--- config.mk ---
export PLATFORM = sky130hd
export DESIGN_NAME = imu_target
export DESIGN_NICKNAME = d
export VERILOG_FILES = /design/src/core/imu_pkg.sv /design/src/core/imu_sync.sv /design/src/core/imu_cond.sv /design/src/core/imu_target.sv
export SDC_FILE = /design/constraint.sdc
export NUM_CORES = 1
export LEC_CHECK = 0
export BUFFER_PORTS_ARGS = -buffer_cell sky130_fd_sc_hd__clkbuf_2
export CORE_MARGIN = 4
export CORE_UTILIZATION = 35
export CTS_BUF_LIST = sky130_fd_sc_hd__clkbuf_8
export CTS_CLUSTER_DIAMETER = 40
export CTS_CLUSTER_SIZE = 25
export DETAILED_ROUTE_END_ITERATION = 12
export HOLD_SLACK_MARGIN = 0.02
export PLACE_DENSITY = 0.56
export SETUP_SLACK_MARGIN = 0.5
export SLEW_MARGIN = 0
export SYNTH_ARGS = -nofsm -noshare
export SYNTH_HDL_FRONTEND = slang
export SYNTH_SLANG_ARGS = --single-unit
--- constraint.sdc ---
create_clock -name clk -period 3.2 [get_ports clk]
set_input_delay 0.96 -clock clk [delete_from_list [all_inputs] [get_ports clk]]
set_output_delay 0.96 -clock clk [all_outputs]
set_load 0.05 [all_outputs]
--- src/core/imu_pkg.sv ---
// Shared constants and types for the inertial sensor two-wire target interface
package imu_pkg;

    // Target addresses chosen by the strap levels
    localparam logic [6:0] ACCEL_ADDR_LOW  = 7'h18;
    localparam logic [6:0] ACCEL_ADDR_HIGH = 7'h19;
    localparam logic [6:0] GYRO_ADDR_LOW   = 7'h68;
    localparam logic [6:0] GYRO_ADDR_HIGH  = 7'h69;

    // Read start address before any register address is written
    localparam logic [7:0] READ_PTR_RESET = 8'h00;

    // Pin synchroniser: order {chip_select, gyro_strap, accel_strap, sda, scl}
    localparam int         SYNC_WIDTH = 5;
    localparam logic [4:0] SYNC_INIT  = 5'h1b; // Both lines idle high, no false start
    localparam int         SYNC_SCL   = 0;
    localparam int         SYNC_SDA   = 1;
    localparam int         SYNC_ASTR  = 2;
    localparam int         SYNC_GSTR  = 3;
    localparam int         SYNC_CS    = 4;

    // Cycles after reset release before the straps are trusted
    localparam logic [1:0] STRAP_CAPTURE_CYCLES = 2'h3;

    // Bit counter limits
    localparam logic [2:0] BIT_FIRST = 3'h0;
    localparam logic [2:0] BIT_LAST  = 3'h7;

    typedef enum logic {
        PART_ACCEL,
        PART_GYRO
    } imu_part_t;

    typedef enum logic [3:0] {
        ST_IDLE,
        ST_ADDR,
        ST_ADDR_ACK,
        ST_REG,
        ST_REG_ACK,
        ST_WDATA,
        ST_WDATA_ACK,
        ST_RDATA,
        ST_RDATA_ACK,
        ST_IGNORE
    } imu_state_t;

    // Bus conditions seen on the synchronised lines
    typedef struct packed {
        logic start;
        logic stop;
        logic scl_rise;
        logic scl_fall;
        logic sda;
    } imu_bus_ev_t;

    typedef struct packed {
        logic       valid;
        imu_part_t  part;
        logic [7:0] addr;
        logic [7:0] data;
    } imu_wr_t;

    typedef struct packed {
        logic       valid;
        imu_part_t  part;
        logic [7:0] addr;
    } imu_rd_t;

endpackage

--- src/core/imu_sync.sv ---
// Two-flop synchroniser for a group of pin inputs
`timescale 1ns/1ps
module imu_sync #(
    parameter int                 W    = 1,
    parameter logic [W-1:0]       INIT = '0
) (
    input  wire logic         clk,
    input  wire logic         rst,
    input  wire logic [W-1:0] d,
    output logic      [W-1:0] q
);
    logic [W-1:0] meta_reg;

    // First stage feeds the second stage only
    always_ff @(posedge clk)
    begin
        if (rst)
        begin
            meta_reg <= INIT;
            q        <= INIT;
        end
        else
        begin
            meta_reg <= d;
            q        <= meta_reg;
        end
    end
endmodule // imu_sync

--- src/core/imu_cond.sv ---
// Start, stop and clock edge detector on the synchronised bus lines
`timescale 1ns/1ps
module imu_cond (
    input  wire logic          clk,
    input  wire logic          rst,
    input  wire logic          scl,
    input  wire logic          sda,
    output imu_pkg::imu_bus_ev_t ev
);
    logic scl_prev_reg;
    logic sda_prev_reg;

    // Previous line levels, idle bus is high
    always_ff @(posedge clk)
    begin
        if (rst)
        begin
            scl_prev_reg <= 1'b1;
            sda_prev_reg <= 1'b1;
        end
        else
        begin
            scl_prev_reg <= scl;
            sda_prev_reg <= sda;
        end
    end

    // Conditions need SCL high on both samples so an edge race is not mistaken
    always_ff @(posedge clk)
    begin
        if (rst)
        begin
            ev <= '{start: 1'b0, stop: 1'b0, scl_rise: 1'b0, scl_fall: 1'b0, sda: 1'b1};
        end
        else
        begin
            ev.start    <= scl_prev_reg & scl & sda_prev_reg & ~sda;
            ev.stop     <= scl_prev_reg & scl & ~sda_prev_reg & sda;
            ev.scl_rise <= ~scl_prev_reg & scl;
            ev.scl_fall <= scl_prev_reg & ~scl;
            ev.sda      <= sda;
        end
    end
endmodule // imu_cond

--- src/core/imu_target.sv ---
// Two-wire target interface with accelerometer and gyroscope addresses
`timescale 1ns/1ps
module imu_target (
    input  wire logic          clk,
    input  wire logic          rst,
    input  wire logic          scl,
    input  wire logic          sda_in,
    output logic               sda_out,
    output logic               sda_oe_n,
    input  wire logic          accel_addr_strap,
    input  wire logic          gyro_addr_strap,
    input  wire logic          accel_chip_select,
    output logic               busy,
    output logic               accel_spi_mode,
    output imu_pkg::imu_wr_t   wr_req,
    output imu_pkg::imu_rd_t   rd_req,
    input  wire logic [7:0]    rd_data
);
    logic [imu_pkg::SYNC_WIDTH-1:0] pins_s;
    imu_pkg::imu_bus_ev_t           ev;
    imu_pkg::imu_state_t            state_reg;
    imu_pkg::imu_part_t             part_reg;
    logic [7:0]                     shift_reg;
    logic [2:0]                     bit_cnt_reg;
    logic [7:0]                     ptr_reg;
    logic [7:0]                     base_addr_reg;
    logic                           ack_half_reg;
    logic                           acked_reg;
    logic                           armed_reg;
    logic [1:0]                     cap_cnt_reg;
    logic                           accel_strap_reg;
    logic                           gyro_strap_reg;
    logic                           cs_prev_reg;
    logic [7:0]                     byte_in;
    logic                           last_bit;
    logic                           hit_accel;
    logic                           hit_gyro;

    // Strap selects the low address bit of one part
    function automatic logic [6:0] target_addr(input logic strap, input logic [6:0] lo,
                                               input logic [6:0] hi);
        target_addr = strap ? hi : lo;
    endfunction

    // All pins cross into the clock domain here
    imu_sync #(
        .W    (imu_pkg::SYNC_WIDTH),
        .INIT (imu_pkg::SYNC_INIT)
    ) u_sync (
        .clk (clk),
        .rst (rst),
        .d   ({accel_chip_select, gyro_addr_strap, accel_addr_strap, sda_in, scl}),
        .q   (pins_s)
    );

    imu_cond u_cond (
        .clk (clk),
        .rst (rst),
        .scl (pins_s[imu_pkg::SYNC_SCL]),
        .sda (pins_s[imu_pkg::SYNC_SDA]),
        .ev  (ev)
    );

    // Byte completes on the eighth rising clock
    assign byte_in  = {shift_reg[6:0], ev.sda};
    assign last_bit = (bit_cnt_reg == imu_pkg::BIT_LAST);

    // Only a 7-bit address is compared; 10-bit prefixes simply miss
    assign hit_accel = ~accel_spi_mode &
        (byte_in[7:1] == target_addr(accel_strap_reg, imu_pkg::ACCEL_ADDR_LOW,
                                     imu_pkg::ACCEL_ADDR_HIGH));
    assign hit_gyro  = (byte_in[7:1] == target_addr(gyro_strap_reg, imu_pkg::GYRO_ADDR_LOW,
                                                    imu_pkg::GYRO_ADDR_HIGH));

    // Straps are caught once the synchroniser has settled after reset
    always_ff @(posedge clk)
    begin
        if (rst)
        begin
            cap_cnt_reg     <= 2'h0;
            accel_strap_reg <= 1'b0;
            gyro_strap_reg  <= 1'b0;
        end
        else if (cap_cnt_reg != imu_pkg::STRAP_CAPTURE_CYCLES)
        begin
            cap_cnt_reg     <= cap_cnt_reg + 2'h1;
            accel_strap_reg <= pins_s[imu_pkg::SYNC_ASTR];
            gyro_strap_reg  <= pins_s[imu_pkg::SYNC_GSTR];
        end
    end

    // Chip-select rise latches SPI mode until the next reset
    always_ff @(posedge clk)
    begin
        if (rst)
        begin
            cs_prev_reg    <= 1'b1;
            accel_spi_mode <= 1'b0;
        end
        else
        begin
            cs_prev_reg <= pins_s[imu_pkg::SYNC_CS];
            if (~cs_prev_reg & pins_s[imu_pkg::SYNC_CS])
                accel_spi_mode <= 1'b1;
        end
    end

    // Stop is only honoured after SCL has fallen once since the start
    always_ff @(posedge clk)
    begin
        if (rst)
            armed_reg <= 1'b0;
        else if (ev.start)
            armed_reg <= 1'b0;
        else if (ev.scl_fall)
            armed_reg <= 1'b1;
    end

    // Bus busy from start to an honoured stop
    always_ff @(posedge clk)
    begin
        if (rst)
            busy <= 1'b0;
        else if (ev.start)
            busy <= 1'b1;
        else if (ev.stop && armed_reg)
            busy <= 1'b0;
    end

    // Open-drain pin: data is always low, only the enable moves
    always_ff @(posedge clk)
    begin
        sda_out <= 1'b0;
    end

    // Protocol sequencer; start and stop take priority over clock edges
    always_ff @(posedge clk)
    begin
        if (rst)
        begin
            state_reg    <= imu_pkg::ST_IDLE;
            part_reg     <= imu_pkg::PART_ACCEL;
            shift_reg    <= 8'h00;
            bit_cnt_reg  <= imu_pkg::BIT_FIRST;
            ptr_reg      <= imu_pkg::READ_PTR_RESET;
            base_addr_reg <= imu_pkg::READ_PTR_RESET;
            ack_half_reg <= 1'b0;
            acked_reg    <= 1'b0;
            sda_oe_n     <= 1'b1;
            wr_req       <= '0;
            rd_req       <= '0;
        end
        else
        begin
            wr_req.valid <= 1'b0;
            rd_req.valid <= 1'b0;
            if (ev.stop && armed_reg)
            begin
                state_reg <= imu_pkg::ST_IDLE;
                sda_oe_n  <= 1'b1;
            end
            else if (ev.start)
            begin
                // Repeated start keeps the register address for the read
                state_reg    <= imu_pkg::ST_ADDR;
                bit_cnt_reg  <= imu_pkg::BIT_FIRST;
                ack_half_reg <= 1'b0;
                sda_oe_n     <= 1'b1;
            end
            else
            begin
                unique case (state_reg)
                    imu_pkg::ST_IDLE, imu_pkg::ST_IGNORE:
                        sda_oe_n <= 1'b1;
                    imu_pkg::ST_ADDR:
                    begin
                        if (ev.scl_rise)
                        begin
                            shift_reg   <= byte_in;
                            bit_cnt_reg <= bit_cnt_reg + 3'h1;
                            if (last_bit)
                            begin
                                if (hit_accel || hit_gyro)
                                begin
                                    state_reg <= imu_pkg::ST_ADDR_ACK;
                                    part_reg  <= imu_pkg::imu_part_t'(~hit_accel);
                                    if (ev.sda)
                                    begin
                                        // Every read restarts at the last written address
                                        rd_req.valid <= 1'b1;
                                        rd_req.addr  <= base_addr_reg;
                                        rd_req.part  <= imu_pkg::imu_part_t'(~hit_accel);
                                        ptr_reg      <= base_addr_reg;
                                    end
                                end
                                else
                                begin
                                    state_reg <= imu_pkg::ST_IGNORE;
                                end
                            end
                        end
                    end
                    imu_pkg::ST_ADDR_ACK, imu_pkg::ST_REG_ACK, imu_pkg::ST_WDATA_ACK:
                    begin
                        // First fall pulls low, second fall releases, or after a read address drives data bit 7
                        if (ev.scl_fall)
                        begin
                            ack_half_reg <= ~ack_half_reg;
                            bit_cnt_reg  <= imu_pkg::BIT_FIRST;
                            if (!ack_half_reg)
                            begin
                                sda_oe_n <= 1'b0;
                            end
                            else if (state_reg == imu_pkg::ST_ADDR_ACK && shift_reg[0])
                            begin
                                state_reg <= imu_pkg::ST_RDATA;
                                shift_reg <= rd_data;
                                sda_oe_n  <= rd_data[7];
                            end
                            else
                            begin
                                sda_oe_n  <= 1'b1;
                                unique case (state_reg)
                                    imu_pkg::ST_ADDR_ACK:  state_reg <= imu_pkg::ST_REG;
                                    imu_pkg::ST_REG_ACK:   state_reg <= imu_pkg::ST_WDATA;
                                    // Only one data byte per write; extras are not acknowledged
                                    default:               state_reg <= imu_pkg::ST_IGNORE;
                                endcase
                            end
                        end
                    end
                    imu_pkg::ST_REG:
                    begin
                        if (ev.scl_rise)
                        begin
                            shift_reg   <= byte_in;
                            bit_cnt_reg <= bit_cnt_reg + 3'h1;
                            if (last_bit)
                            begin
                                base_addr_reg <= byte_in;
                                state_reg <= imu_pkg::ST_REG_ACK;
                            end
                        end
                    end
                    imu_pkg::ST_WDATA:
                    begin
                        if (ev.scl_rise)
                        begin
                            shift_reg   <= byte_in;
                            bit_cnt_reg <= bit_cnt_reg + 3'h1;
                            if (last_bit)
                            begin
                                wr_req.valid <= 1'b1;
                                wr_req.part  <= part_reg;
                                wr_req.addr  <= base_addr_reg;
                                wr_req.data  <= byte_in;
                                state_reg    <= imu_pkg::ST_WDATA_ACK;
                            end
                        end
                    end
                    imu_pkg::ST_RDATA:
                    begin
                        // Data changes only while SCL is low
                        if (ev.scl_fall)
                        begin
                            bit_cnt_reg <= bit_cnt_reg + 3'h1;
                            shift_reg   <= {shift_reg[6:0], 1'b0};
                            if (last_bit)
                            begin
                                sda_oe_n  <= 1'b1;
                                ptr_reg   <= ptr_reg + 8'h01;
                                acked_reg <= 1'b0;
                                state_reg <= imu_pkg::ST_RDATA_ACK;
                            end
                            else
                            begin
                                sda_oe_n <= shift_reg[6];
                            end
                        end
                    end
                    imu_pkg::ST_RDATA_ACK:
                    begin
                        if (ev.scl_rise)
                        begin
                            if (ev.sda)
                            begin
                                state_reg <= imu_pkg::ST_IGNORE;
                            end
                            else
                            begin
                                acked_reg    <= 1'b1;
                                rd_req.valid <= 1'b1;
                                rd_req.addr  <= ptr_reg;
                                rd_req.part  <= part_reg;
                            end
                        end
                        else if (ev.scl_fall && acked_reg)
                        begin
                            state_reg   <= imu_pkg::ST_RDATA;
                            bit_cnt_reg <= imu_pkg::BIT_FIRST;
                            shift_reg   <= rd_data;
                            sda_oe_n    <= rd_data[7];
                        end
                    end
                    default:
                    begin
                        state_reg <= imu_pkg::ST_IDLE;
                        sda_oe_n  <= 1'b1;
                    end
                endcase
            end
        end
    end
endmodule // imu_target

Yosys cells after proc, flatten, opt, wreduce, memory -nomap -nowiden:

Cells that the tools add are included.

* input bits: 15
* bits in registers: 86
* logic and storage cells: 207
* output and inout bits: 32

* reduce and logical (&&, ||, !) cells: 32
* equality and inequality tests: 49
* multiplexer cells: 68
* add/sub/neg operators: 3
* bitwise gates (word level): 23

Operators with widths (count)
* 2-to-1 mux 10 bit: 6
* 2-to-1 mux 4 bit: 15
* 2-to-1 mux 7 bit: 7
* 2-to-1 mux 8 bit: 6
* one-hot mux 4 bit (7 select lines): 1
* one-hot mux 7 bit (4 select lines): 1
* AND reduction 13 bit: 2
* inequality test 3 x 2 -> 1 bit, second input constant: 8
* inequality test 2 bit, second input constant: 11
* one-hot mux 10 bit (2 select lines): 1
* 2-to-1 mux 1 bit: 19
* 2-to-1 mux 18 bit: 1
* 2-to-1 mux 3 bit: 6
* inequality test 2 x 1 -> 1 bit, second input constant: 9
* inequality test 3 x 1 -> 1 bit, second input constant: 6
* AND reduction 9 bit: 2
* equality test 4 x 3 -> 1 bit, second input constant: 4
* one-hot mux 8 bit (2 select lines): 1
* AND reduction 5 bit: 3
* inverter 1 bit: 14
* AND reduction 7 bit: 2
* one-hot mux 3 bit (4 select lines): 1
* nonzero test 2 bit: 6
* AND reduction 10 bit: 1
* other kinds (26): 42

Logic depth before layout (Yosys ltp):

Gate-level depths: netlist (run 1).

* depth in word-level cells: 9
* mapped depth: 9
* depth with buffers taken out: 7

Modules after synthesis:

From an unflattened synthesis (run 1), not the netlist that was laid out.

* cell total of the unflattened synthesis: 433
* area total of the unflattened synthesis: 3965.1 sq um

By module, submodules not included
* imu_target: cells an instance 398, instances 1, seq. area each 1401.3 sq um, area an instance 3497.1 sq um
* imu_sync: cells an instance 20, instances 1, seq. area each 200.2 sq um, area an instance 262.8 sq um
* imu_cond: cells an instance 15, instances 1, seq. area each 120.1 sq um, area an instance 205.2 sq um

Worst setup path after synthesis (run 1):

Ideal clock, no wire load.

* kind: input to register
* start point: input port rst
* end point: register state_reg[3]
* path slack: 796 ps
* required time: 3129 ps
* buffers on the path: 0
* arrival: 2333 ps
* cell stages on the path: 4
* setup time: 71 ps
* cell sequence: or2_2 > a21oi_1 > or4b_2 > o21bai_1

* word-level cells in the longest chain between the ends: 1

RTL lines
* start, declared: RTL line imu_target.sv:5 `input wire logic rst,`
* OR reduction 3 bit (no line)
* end signal, assigned: RTL line imu_target.sv:141 `state_reg <= imu_pkg::ST_IDLE;`
* end signal, assigned: RTL line imu_target.sv:159 `state_reg <= imu_pkg::ST_IDLE;`
* end signal, assigned: RTL line imu_target.sv:165 `state_reg <= imu_pkg::ST_ADDR;`
* end, declared: RTL line imu_target.sv:21 `imu_pkg::imu_state_t state_reg;`

Every way passes these cells.
A chain may end at the register's enable or synchronous reset.

Worst setup path after layout (run 1):

* start point: register state_reg[1]
* end point: register shift_reg[1]

* word-level cells in the longest chain between the ends: 4
* elaborated cells between the ends (all ways): 21
* classes of those cells: eq/ne (15); mux (1); reduce/logical (5)

RTL lines
* equality test 4 x 2 -> 1 bit, or another cell as far along: RTL line imu_target.sv:172, imu_target.sv:214
* OR reduction 3 bit, or another cell as far along: RTL line imu_target.sv:172 `unique case (state_reg)`
* inequality test 2 bit (no line), or another cell as far along
* AND reduction 10 bit (no line)
* end signal, assigned: RTL line imu_target.sv:179 `shift_reg <= byte_in;`
* end signal, assigned: RTL line imu_target.sv:217 `shift_reg <= rd_data;`
* end signal, assigned: RTL line imu_target.sv:236 `shift_reg <= byte_in;`
* end, declared: RTL line imu_target.sv:23 `logic [7:0] shift_reg;`

Several ways; a longest one is shown, not always the timed one.

==> results of run 1 <==
## layout make-up
cell class | count | area, um2
tap | 140 | 175.2
clock buffer | 9 | 123.9
fill | 1129 | 6475
clock inverter | 6 | 87.58
multi-input combinational | 319 | 2123
sequential | 86 | 1723
timing repair buffer | 56 | 307.8
inverter | 4 | 15.01
## cells by family (layout without fill, tap and decap cells)
| group | after synthesis | in the layout | synth area share (%) |
|---|---|---|---|
| multiplexers | 41 | 41 | 10.28 |
| other | 1 | 1 | 0.09369 |
| flip-flops | 86 | 86 | 43.01 |
| AND/OR/NAND/NOR | 164 | 164 | 21.32 |
| XOR/XNOR | 4 | 4 | 0.8754 |
| AO/OA/AOI/OAI | 105 | 105 | 19.01 |
| adder cells (fa/ha/maj) | 4 | 4 | 1.250 |
| buffers and inverters | 38 | 75 | 4.157 |
## worst min-delay path by stage
stage | slack (ns) | depth (start not counted) | to
4_1_cts | 0.41 | 1 | u_sync.q[0]
3_3_place_gp | 0.39 | 1 | u_sync.q[4]
3_5_place_dp | 0.40 | 1 | u_sync.q[0]
2_1_floorplan | 0.39 | 1 | u_sync.q[0]
6_report | 0.41 | 1 | u_sync.q[0]
5_1_grt | 0.43 | 1 | u_sync.q[0]
## Yosys cell counts, types with 3 or more instances
| master | n |
|---|---|
| sky130_fd_sc_hd__nand2_1 | 33 |
| sky130_fd_sc_hd__mux2i_1 | 40 |
| sky130_fd_sc_hd__o32ai_1 | 5 |
| sky130_fd_sc_hd__nand4_1 | 5 |
| sky130_fd_sc_hd__o22ai_1 | 3 |
| sky130_fd_sc_hd__xnor2_1 | 3 |
| sky130_fd_sc_hd__ha_1 | 4 |
| sky130_fd_sc_hd__o21ai_0 | 8 |
| sky130_fd_sc_hd__dfxtp_1 | 86 |
| sky130_fd_sc_hd__o211ai_1 | 7 |
| sky130_fd_sc_hd__inv_1 | 4 |
| sky130_fd_sc_hd__a22oi_1 | 9 |
| sky130_fd_sc_hd__a21o_1 | 3 |
| sky130_fd_sc_hd__buf_2 | 9 |
| sky130_fd_sc_hd__nor2_1 | 50 |
| sky130_fd_sc_hd__or2_2 | 13 |
| sky130_fd_sc_hd__nor3b_1 | 6 |
| sky130_fd_sc_hd__nor2b_1 | 5 |
| sky130_fd_sc_hd__a221oi_1 | 4 |
| sky130_fd_sc_hd__buf_1 | 4 |
| sky130_fd_sc_hd__nand2b_1 | 7 |
| sky130_fd_sc_hd__nor3_1 | 8 |
| sky130_fd_sc_hd__or4_1 | 6 |
| sky130_fd_sc_hd__clkbuf_1 | 18 |
| sky130_fd_sc_hd__o211a_1 | 4 |
| sky130_fd_sc_hd__nand3_1 | 9 |
| sky130_fd_sc_hd__o31ai_1 | 5 |
| sky130_fd_sc_hd__a211oi_1 | 5 |
| sky130_fd_sc_hd__and3_1 | 4 |
| sky130_fd_sc_hd__a21oi_1 | 31 |
## metrics by stage
step	hold WS (ns)	cells	area, um2	util, %
floorplan	0.3895	443	4003	-
global placement	0.3909	605	4339	39.34
detailed placement	0.3957	605	4339	39.34
CTS	0.4140	620	4551	41.25
global route	0.4305	620	4556	41.30
finish	0.4126	620	4556	41.30
## power by group through the flow
stage | registers (mW) | logic, mW | clock network, mW
after detailed placement | 1.13 | 0.0990 | 0
after CTS | 1.10 | 0.0997 | 0.846
after floorplan | 1.12 | 0.0729 | 0
after global placement | 1.13 | 0.0955 | 0
after global routing | 1.10 | 0.111 | 0.891
final | 1.10 | 0.0980 | 0.824
## per-layer routing
layer	up-vias	wire length, um	track usage [%]
met5	-	0	0
met3	9	534	3.421
met1	1600	4937	21.88
met4	0	95	5.790
met2	95	4752	25.15
li1	1680	-	-
## worst max-delay path: stages, from the launching register on
cell,delay (ns)
sky130_fd_sc_hd__dfxtp_1,0.45
sky130_fd_sc_hd__buf_4,0.24
sky130_fd_sc_hd__or2_1,0.31
sky130_fd_sc_hd__o31ai_2,0.22
sky130_fd_sc_hd__or4b_4,0.60
sky130_fd_sc_hd__or4_1,0.54
sky130_fd_sc_hd__nand2_1,0.07
==> flow_summary.yaml, run 1 <==
run_status:
  status: "complete, no violations"
cells_and_area:
  layout-drive-gt1-share_pct: 20.42
  largestRegisters: "wr_req (18), rd_req (10)"
  largest_register_ffs: 18
  max_flop_register: "wr_req"
  final_common_cell: "sky130_fd_sc_hd__dfxtp_1"
  finalNetCount: 495
  synthToLayoutAreaGrowth_pct: 13.82
  antenna-diode-count: 0
  mostFrequentLayoutCells: "85 x sky130_fd_sc_hd__dfxtp_1, 50 x sky130_fd_sc_hd__nor2_1, 45 x sky130_fd_sc_hd__clkbuf_2"
floorplan:
  std_cell_rows: 38
  die_h_um: 114.9
  die_width_um: 114.9
  die-area_mm2: 0.01321
  initial_utilization_pct: 36.29
  io_pins: 47
  core_mm2: 0.01103
global_route:
  grt_antenna_before_repair: 0
  vias_in_the_first_global_route: 3250
  grtUsageTotal_pct: 16.07
  grt_remaining_overflow: 0
  wire_length_of_the_first_global_routing_pass_um: 17010
  pin_count_of_the_biggest_net_entering_global_routing: 69
routing:
  drt-total-wl_um: 10320
  detail_route.first_pass.iterations: 5
  vias: 3384
  detail_route.vias_per_cell: 5.458
  route.detailed.wl_per_inst_um: 16.64
  drtAntennaViolNets: 0
  drt_drc_violations_left: 0
  drtIter0Drc: 133
power_and_ir_drop:
  p_leak_nw: 1.772
  switchingPower_mw: 0.4621
  power_density_over_the_cells_mw_per_mm2: 444.2
  seqPwrFrac_pct: 54.5
  netSwitchingFraction_pct: 22.83
  combPwrFrac_pct: 4.8
  worst_ir_drop_vdd_mv: 0.2126
  finalPower_mw: 2.024
  p_clk_share_pct: 40.7
  cell_internal_pwr_mw: 1.562
yosys:
  synth_enable_flop_cells: 0
  synthesis.yosys.warnings: 0
  yosys.area.top_type: "sky130_fd_sc_hd__dfxtp_1"
  yosysSeqAreaShare_pct: 43.01
  synth.lib_cells_used.distinct: 65
  postSynth.asyncResetShare_pct: 0
  syn_inst: 443
  syn_avg_cell_area_um2: 9.035
  synth-seq-cells: 86
  synth.net_count: 462
  synthesis.area_mm2: 0.004003
  share_of_yosys_cell_area_claimed_by_the_top_area_cell_type_pct: 43.01
  synth_flop_cell: "sky130_fd_sc_hd__dfxtp_1"
  synthTopCellsByArea: "sky130_fd_sc_hd__dfxtp_1 43%, sky130_fd_sc_hd__mux2i_1 10%, sky130_fd_sc_hd__nor2_1 4.7%"
placement:
  global_placer_s_final_weighted_congestion: 0.8436
  detailed_place_hpwl_um: 7214
  io_buffers: 45
  dpl_worst_slack_ns: 0.5648
job:
  max_capacitance_violation_count: 0
timing:
  setup_repair_after_global_routing_missed_its_margin: "yes"
  achievable-frequency_mhz: 397.1
  hold_violations: 0
  finalWorstPathRequiredPeriod_ns: 2.518
  setup-violations-final: 0
  final_slew_violations: 0
  max-slew-margin-rel_pct: 46.13
  setup_skew_ns: 0.01314
  final.period_utilization_pct: 78.69
  fin_setup_tns_ns: 0
  post-route-worst-setup-slack_ns: 0.6820
  tightest_slew_ns: 0.7995
setup_path:
  crit_type: "reg -> reg"
  critical_path_arrival_ns: 2.81
  startpoint_type: "register"
  cp_max_fo: 15
  timing.critical_path.from: "state_reg[1]"
  critical_path.reg2reg.endpoint: "shift_reg[1]"
  ff2ff_setup_slack_ns: 0.68
  worst_ep_required_time_ns: 3.49
  critPathCapture: "shift_reg[1]"
  rr_startpoint: "state_reg[1]"
  crit_path_end_kind: "register"
  worst-r2r-cell-count: 6
clocking:
  setup_buffers_after_cts: 0
  max-clock-path-buffers: 2
  numCtsBuffers: 9
  post_cts_resized: 0
  root_buffer: "sky130_fd_sc_hd__clkbuf_8"
  tritoncts: "built"
  worst_skew_pair_latency_ns: 0.36
  hold_buffers: 0
  sink_count_of_the_clock_tree: 86
  htreeDepth: 3
  clkSlewWorstSetupHoldPaths_ns: 0.09
worst_hold_path:
  min_from: "u_sync.meta_reg[0]"
  worst_hold_path_type: "reg -> reg"
No activity file was read; power rests on OpenSTA's default activity.
==> inputs of run 2 (changes only) <==
--- a/config.mk
+++ b/config.mk
@@ -13,7 +13,7 @@
 export CTS_CLUSTER_SIZE = 25
 export DETAILED_ROUTE_END_ITERATION = 12
 export HOLD_SLACK_MARGIN = 0.02
-export PLACE_DENSITY = 0.56
+export PLACE_DENSITY = 0.58
 export SETUP_SLACK_MARGIN = 0.5
 export SLEW_MARGIN = 0
 export SYNTH_ARGS = -nofsm -noshare
==> constraint.sdc (replaced) <==
create_clock -name clk -period 2.2 [get_ports clk]
set_input_delay 0.66 -clock clk [delete_from_list [all_inputs] [get_ports clk]]
set_output_delay 0.66 -clock clk [all_outputs]
set_load 0.05 [all_outputs]
==> flow_summary.yaml, run 2 (same netlist as run 1, synthesis figures left out) <==
cells_and_area:
  number_of_standard_cells_in_the_final_layout_excluding_fillers: 693
  synthToLayoutAreaGrowth_pct: 46.20
  finalNetCount: 567
  largest_register_ffs: 18
  largestRegisters: "wr_req (18), rd_req (10)"
  final_design_area_no_fill_mm2: 0.005852
  mostFrequentLayoutCells: "72 x sky130_fd_sc_hd__dfxtp_1, 56 x sky130_fd_sc_hd__buf_4, 46 x sky130_fd_sc_hd__nor2_1"
  final_common_cell: "sky130_fd_sc_hd__dfxtp_1"
  antenna-diode-count: 0
  layout-drive-gt1-share_pct: 44.12
  max_flop_register: "wr_req"
timing:
  setup-violations-final: 0
  final.period_utilization_pct: 94.66
  setup_repair_after_global_routing_missed_its_margin: "yes"
  setup_skew_ns: 0.009295
  finalWorstPathRequiredPeriod_ns: 2.083
  achievable-frequency_mhz: 480.2
  hold_violations: 0
  fin_worst_hold_slack_ns: 0.4180
  post-route-worst-setup-slack_ns: 0.1175
  fin_setup_tns_ns: 0
  final_slew_violations: 0
clocking:
  sink_count_of_the_clock_tree: 86
  clkSlewWorstSetupHoldPaths_ns: 0.09
  numCtsBuffers: 9
  max-clock-path-buffers: 2
  htreeDepth: 3
  worst_skew_pair_latency_ns: 0.37
  hold_buffers: 0
  tritoncts: "built"
  root_buffer: "sky130_fd_sc_hd__clkbuf_8"
routing:
  detail_route.first_pass.iterations: 4
  drtAntennaViolNets: 0
  vias: 3851
  detail_route.vias_per_cell: 5.557
  route.detailed.wl_per_inst_um: 18.02
  drtIter0Drc: 151
  drt_drc_violations_left: 0
  drt-total-wl_um: 12490
floorplan:
  core_mm2: 0.01103
  std_cell_rows: 38
  die_h_um: 114.9
  die_width_um: 114.9
  initial_utilization_pct: 36.29
  die-area_mm2: 0.01321
  io_pins: 47
setup_path:
  cp_max_fo: 5
  startpoint_type: "register"
  crit_type: "reg -> reg"
  critical_path_arrival_ns: 2.40
  worst_ep_required_time_ns: 2.52
  crit_path_end_kind: "register"
  cpMaxStageDelayCell: "sky130_fd_sc_hd__or4b_4"
  critPathMaxStageDelay_ns: 0.51
  crit_path_cell_trace: "nand3b_1, o31ai_4, buf_4, or4b_4, or4_1, nand2_1"
power_and_ir_drop:
  cell_internal_pwr_mw: 2.089
  seqPwrFrac_pct: 56.1
  worst_ir_drop_vdd_mv: 0.4337
  switchingPower_mw: 0.7556
  netSwitchingFraction_pct: 26.57
  p_clk_share_pct: 37.0
  p_leak_nw: 2.294
  combPwrFrac_pct: 6.9
  power_density_over_the_cells_mw_per_mm2: 486.0
placement:
  io_buffers: 45
  detailed_place_hpwl_um: 7706
  global_placer_s_final_weighted_congestion: 0.9034
  dpl_worst_slack_ns: 0.09725
  placedCellCount: 629
  place_area_mm2: 0.004686
global_route:
  grt_remaining_overflow: 0
  wire_length_of_the_first_global_routing_pass_um: 19240
  grt_antenna_before_repair: 0
  grtUsageTotal_pct: 18.45
  pin_count_of_the_biggest_net_entering_global_routing: 69
  vias_in_the_first_global_route: 3699
run_status:
  status: "complete, no violations"
worst_hold_path:
  worst_hold_path_type: "reg -> reg"
job:
  max_capacitance_violation_count: 0
[run 2: power by group through the flow]
stage          Sequential (mW)  Clock [mW]  Combinational, mW
2_1_floorplan             1.63           0              0.112
3_3_place_gp              1.63           0              0.163
3_5_place_dp              1.64           0              0.166
4_1_cts                   1.60        1.09              0.179
5_1_grt                   1.60        1.15              0.213
6_report                  1.60        1.05              0.195
[run 2: cell type report]
class | count | area, um2
Clock inverter | 7 | 58.81
Tap cell | 140 | 175.2
Sequential cell | 86 | 1749
Fill cell | 1001 | 5179
Multi-Input combinational cell | 321 | 2664
Timing Repair Buffer | 126 | 1066
Clock buffer | 9 | 123.9
Inverter | 4 | 15.01
[run 2: critical path, delay by kind of cell (launching register included)]
kind	cells	cell delay, ns
AOI/OAI and AO/OA	1	0.24
buffers and inverters	1	0.15
DFF	1	0.37
and+or+nand+nor	4	1.27
[run 2: path summary, 6_finish.rpt]
path                            from            to  slack, ns  depth (start not counted)
hold reg to reg   u_sync.meta_reg[3]   u_sync.q[3]       0.42                          1
setup reg to reg        u_cond.ev[2]  shift_reg[4]       0.12                          6
hold / removal    u_sync.meta_reg[3]   u_sync.q[3]       0.42                          1
setup / recovery        u_cond.ev[2]  shift_reg[4]       0.12                          6
[run 2: through the flow]
stage | power, mW | utilization, %
floorplan | 1.746 | -
global placement | 1.798 | 42.48
detailed placement | 1.801 | 42.48
CTS | 2.866 | 48.30
global route | 2.962 | 53.05
finish | 2.844 | 53.05
[run 2: what timing repair did]
action / CTS / global route
pin swaps: 32 / 24
endpoints found under the setup margin: 62 / 73
cloned: 3 / 4
resized for setup: 57 / 80
buffers inserted: 24 / 17
[run 2: routing by layer]
layer | GRT usage, % | part of all wire [%] | vias to the layer above
met5 | 0 | 0 | -
met4 | 5.790 | 1.9 | 0
met3 | 4.368 | 4.2 | 19
met2 | 31.40 | 52 | 87
met1 | 23.06 | 42 | 1916
li1 | - | - | 1829
==> inputs of run 3 (changes only) <==
--- a/config.mk
+++ b/config.mk
@@ -7,13 +7,13 @@
 export LEC_CHECK = 0
 export BUFFER_PORTS_ARGS = -buffer_cell sky130_fd_sc_hd__clkbuf_2
 export CORE_MARGIN = 4
-export CORE_UTILIZATION = 35
+export CORE_UTILIZATION = 40
 export CTS_BUF_LIST = sky130_fd_sc_hd__clkbuf_8
 export CTS_CLUSTER_DIAMETER = 40
 export CTS_CLUSTER_SIZE = 25
 export DETAILED_ROUTE_END_ITERATION = 12
 export HOLD_SLACK_MARGIN = 0.02
-export PLACE_DENSITY = 0.58
+export PLACE_DENSITY = 0.62
 export SETUP_SLACK_MARGIN = 0.5
 export SLEW_MARGIN = 0
 export SYNTH_ARGS = -nofsm -noshare
==> constraint.sdc (replaced) <==
create_clock -name clk -period 2.4 [get_ports clk]
set_input_delay 0.72 -clock clk [delete_from_list [all_inputs] [get_ports clk]]
set_output_delay 0.72 -clock clk [all_outputs]
set_load 0.05 [all_outputs]
==> flow_summary.yaml, run 3 (same netlist as run 1, synthesis figures left out) <==
floorplan:
  core_mm2: 0.009774
  initial_utilization_pct: 40.95
  std_cell_rows: 36
  io_pins: 47
  die_h_um: 108.0
  die-area_mm2: 0.01167
  die_width_um: 108.0
setup_path:
  rr_startpoint: "u_cond.ev[2]"
  crit_path_end_kind: "register"
  ff2ff_setup_slack_ns: 0.38
  crit_type: "reg -> reg"
  critical_path_arrival_ns: 2.33
  cp_max_fo: 6
  worst-r2r-cell-count: 6
  cpLargestDelayFamily: "simple AND/OR/NAND/NOR gates"
  critPathMaxStageDelay_ns: 0.52
  crit_path_cell_trace: "nand3b_1, o31ai_4, buf_4, or4b_4, or4_1, nand2_1"
  critical_path.n_buffers_inverters: 1
  startpoint_type: "register"
  cpMaxStageDelayCell: "sky130_fd_sc_hd__or4b_4"
  worst_ep_required_time_ns: 2.71
  critical_path.reg2reg.endpoint: "shift_reg[4]"
placement:
  place_area_mm2: 0.004534
  global_placer_s_final_weighted_congestion: 0.9043
  io_buffers: 45
  detailed_place_hpwl_um: 7313
global_route:
  use_met3_pct: 3.284
  grt_antenna_before_repair: 0
  globalRoute.busiestLayer: "met2"
  grt_remaining_overflow: 0
  gr-usage-met2_pct: 30.77
  vias_in_the_first_global_route: 3410
  wire_length_of_the_first_global_routing_pass_um: 17410
  gr-usage-met1_pct: 25.62
  pin_count_of_the_biggest_net_entering_global_routing: 68
  grtUsageTotal_pct: 18.86
timing:
  fin_setup_tns_ns: 0
  final_slew_violations: 0
  final.period_utilization_pct: 84.17
  setup_repair_after_global_routing_missed_its_margin: "yes"
  finalWorstPathRequiredPeriod_ns: 2.020
  achievable-frequency_mhz: 495.0
  tightest_slew_ns: 0.7717
  max-slew-margin-rel_pct: 48.50
  hold_violations: 0
  setup-violations-final: 0
  setup_skew_ns: 0.01338
routing:
  detail_route.first_pass.iterations: 5
  vias: 3584
  drtAntennaViolNets: 0
  drt-total-wl_um: 10890
  drtIter0Drc: 223
  drt_drc_violations_left: 0
  route.detailed.wl_per_inst_um: 16.73
  detail_route.vias_per_cell: 5.505
clocking:
  root_buffer: "sky130_fd_sc_hd__clkbuf_8"
  clkSlewWorstSetupHoldPaths_ns: 0.09
  worst_skew_pair_latency_ns: 0.36
  sink_count_of_the_clock_tree: 86
  numCtsBuffers: 9
  tritoncts: "built"
  max-clock-path-buffers: 2
  htreeDepth: 3
cells_and_area:
  final_common_cell: "sky130_fd_sc_hd__dfxtp_1"
  largest_register_ffs: 18
  layout-drive-gt1-share_pct: 32.82
  mostFrequentLayoutCells: "75 x sky130_fd_sc_hd__dfxtp_1, 49 x sky130_fd_sc_hd__nor2_1, 45 x sky130_fd_sc_hd__clkbuf_2"
  synthToLayoutAreaGrowth_pct: 26.76
  max_flop_register: "wr_req"
  largestRegisters: "wr_req (18), rd_req (10)"
  final_design_area_no_fill_mm2: 0.005074
  finalNetCount: 532
  antenna-diode-count: 0
worst_hold_path:
  min_from: "u_sync.meta_reg[4]"
  holdPathEnd: "u_sync.q[4]"
  worst_hold_path_type: "reg -> reg"
  hold-path-cell-count: 1
run_status:
  status: "complete, no violations"
job:
  max_capacitance_violation_count: 0
power_and_ir_drop:
  worst_ir_drop_vdd_mv: 0.2528
  power_density_over_the_cells_mw_per_mm2: 516.3
  p_leak_nw: 2.000
==> run 3: changes by cell type in the layout (fill, tap and decap cells not counted), moves of 5 or more <==
cell	previous run	this run
sky130_fd_sc_hd__buf_4	56	38
sky130_fd_sc_hd__clkbuf_2	28	45
sky130_fd_sc_hd__a21oi_2	9	4
sky130_fd_sc_hd__buf_2	8	1
sky130_fd_sc_hd__a21oi_1	19	25
sky130_fd_sc_hd__clkbuf_4	7	0
sky130_fd_sc_hd__buf_6	14	5
==> run 3: cell type report <==
class / count / area, um2
clock buffers: 9 / 123.9
well taps: 133 / 166.4
multi-input cells: 321 / 2345
clock inverters: 7 / 66.31
repair buffers: 91 / 611.8
flip-flops and latches: 86 / 1745
fillers: 949 / 4701
inverters: 4 / 15.01
==> run 3: power by group <==
part           switching [mW]  internal, mW  total, mW
combinational          0.0909        0.0651      0.156
clock                   0.600         0.402       1.00
sequential             0.0164          1.45       1.46
total                   0.707          1.91       2.62
==> run 3: per-layer routing <==
layer	share of wire, %	routed length, um
met4	1.7	188
met5	0	0
met2	47	5129
met1	45	4932
met3	5.9	638
==> run 3: metrics by stage <==
stage | std cells | utilization [%] | hold WS [ns] | power (mW) | setup WS, ns
3_5_place_dp | 613 | 46.39 | 0.3945 | 1.645 | 0.2386
5_1_grt | 651 | 51.91 | 0.4270 | 2.725 | 0.3245
2_1_floorplan | 443 | - | 0.3895 | 1.599 | 0.4068
4_1_cts | 645 | 50.31 | 0.4163 | 2.626 | 0.3977
3_3_place_gp | 613 | 46.39 | 0.3919 | 1.641 | 0.2375
6_report | 651 | 51.91 | 0.4165 | 2.619 | 0.3800
==> run 3: what timing repair did <==
| action | CTS | global route |
|---|---|---|
| cloned | 2 | 1 |
| gates resized for setup | 22 | 29 |
| endpoints found under the hold margin | 0 | 0 |
| hold buffers | 0 | 0 |
| pin swaps | 12 | 15 |
| setup endpoints to repair | 48 | 49 |
| buffers inserted | 14 | 5 |
==> run 3: worst max path at each step <==
stage	startpoint	to	slack (ns)	cells after the start
floorplan	rst	state_reg[3]	0.41	4
global placement	state_reg[1]	shift_reg[5]	0.24	6
detailed placement	u_cond.ev[2]	shift_reg[1]	0.24	5
CTS	state_reg[2]	shift_reg[4]	0.40	6
global route	u_cond.ev[2]	shift_reg[4]	0.32	6
finish	u_cond.ev[2]	shift_reg[4]	0.38	6
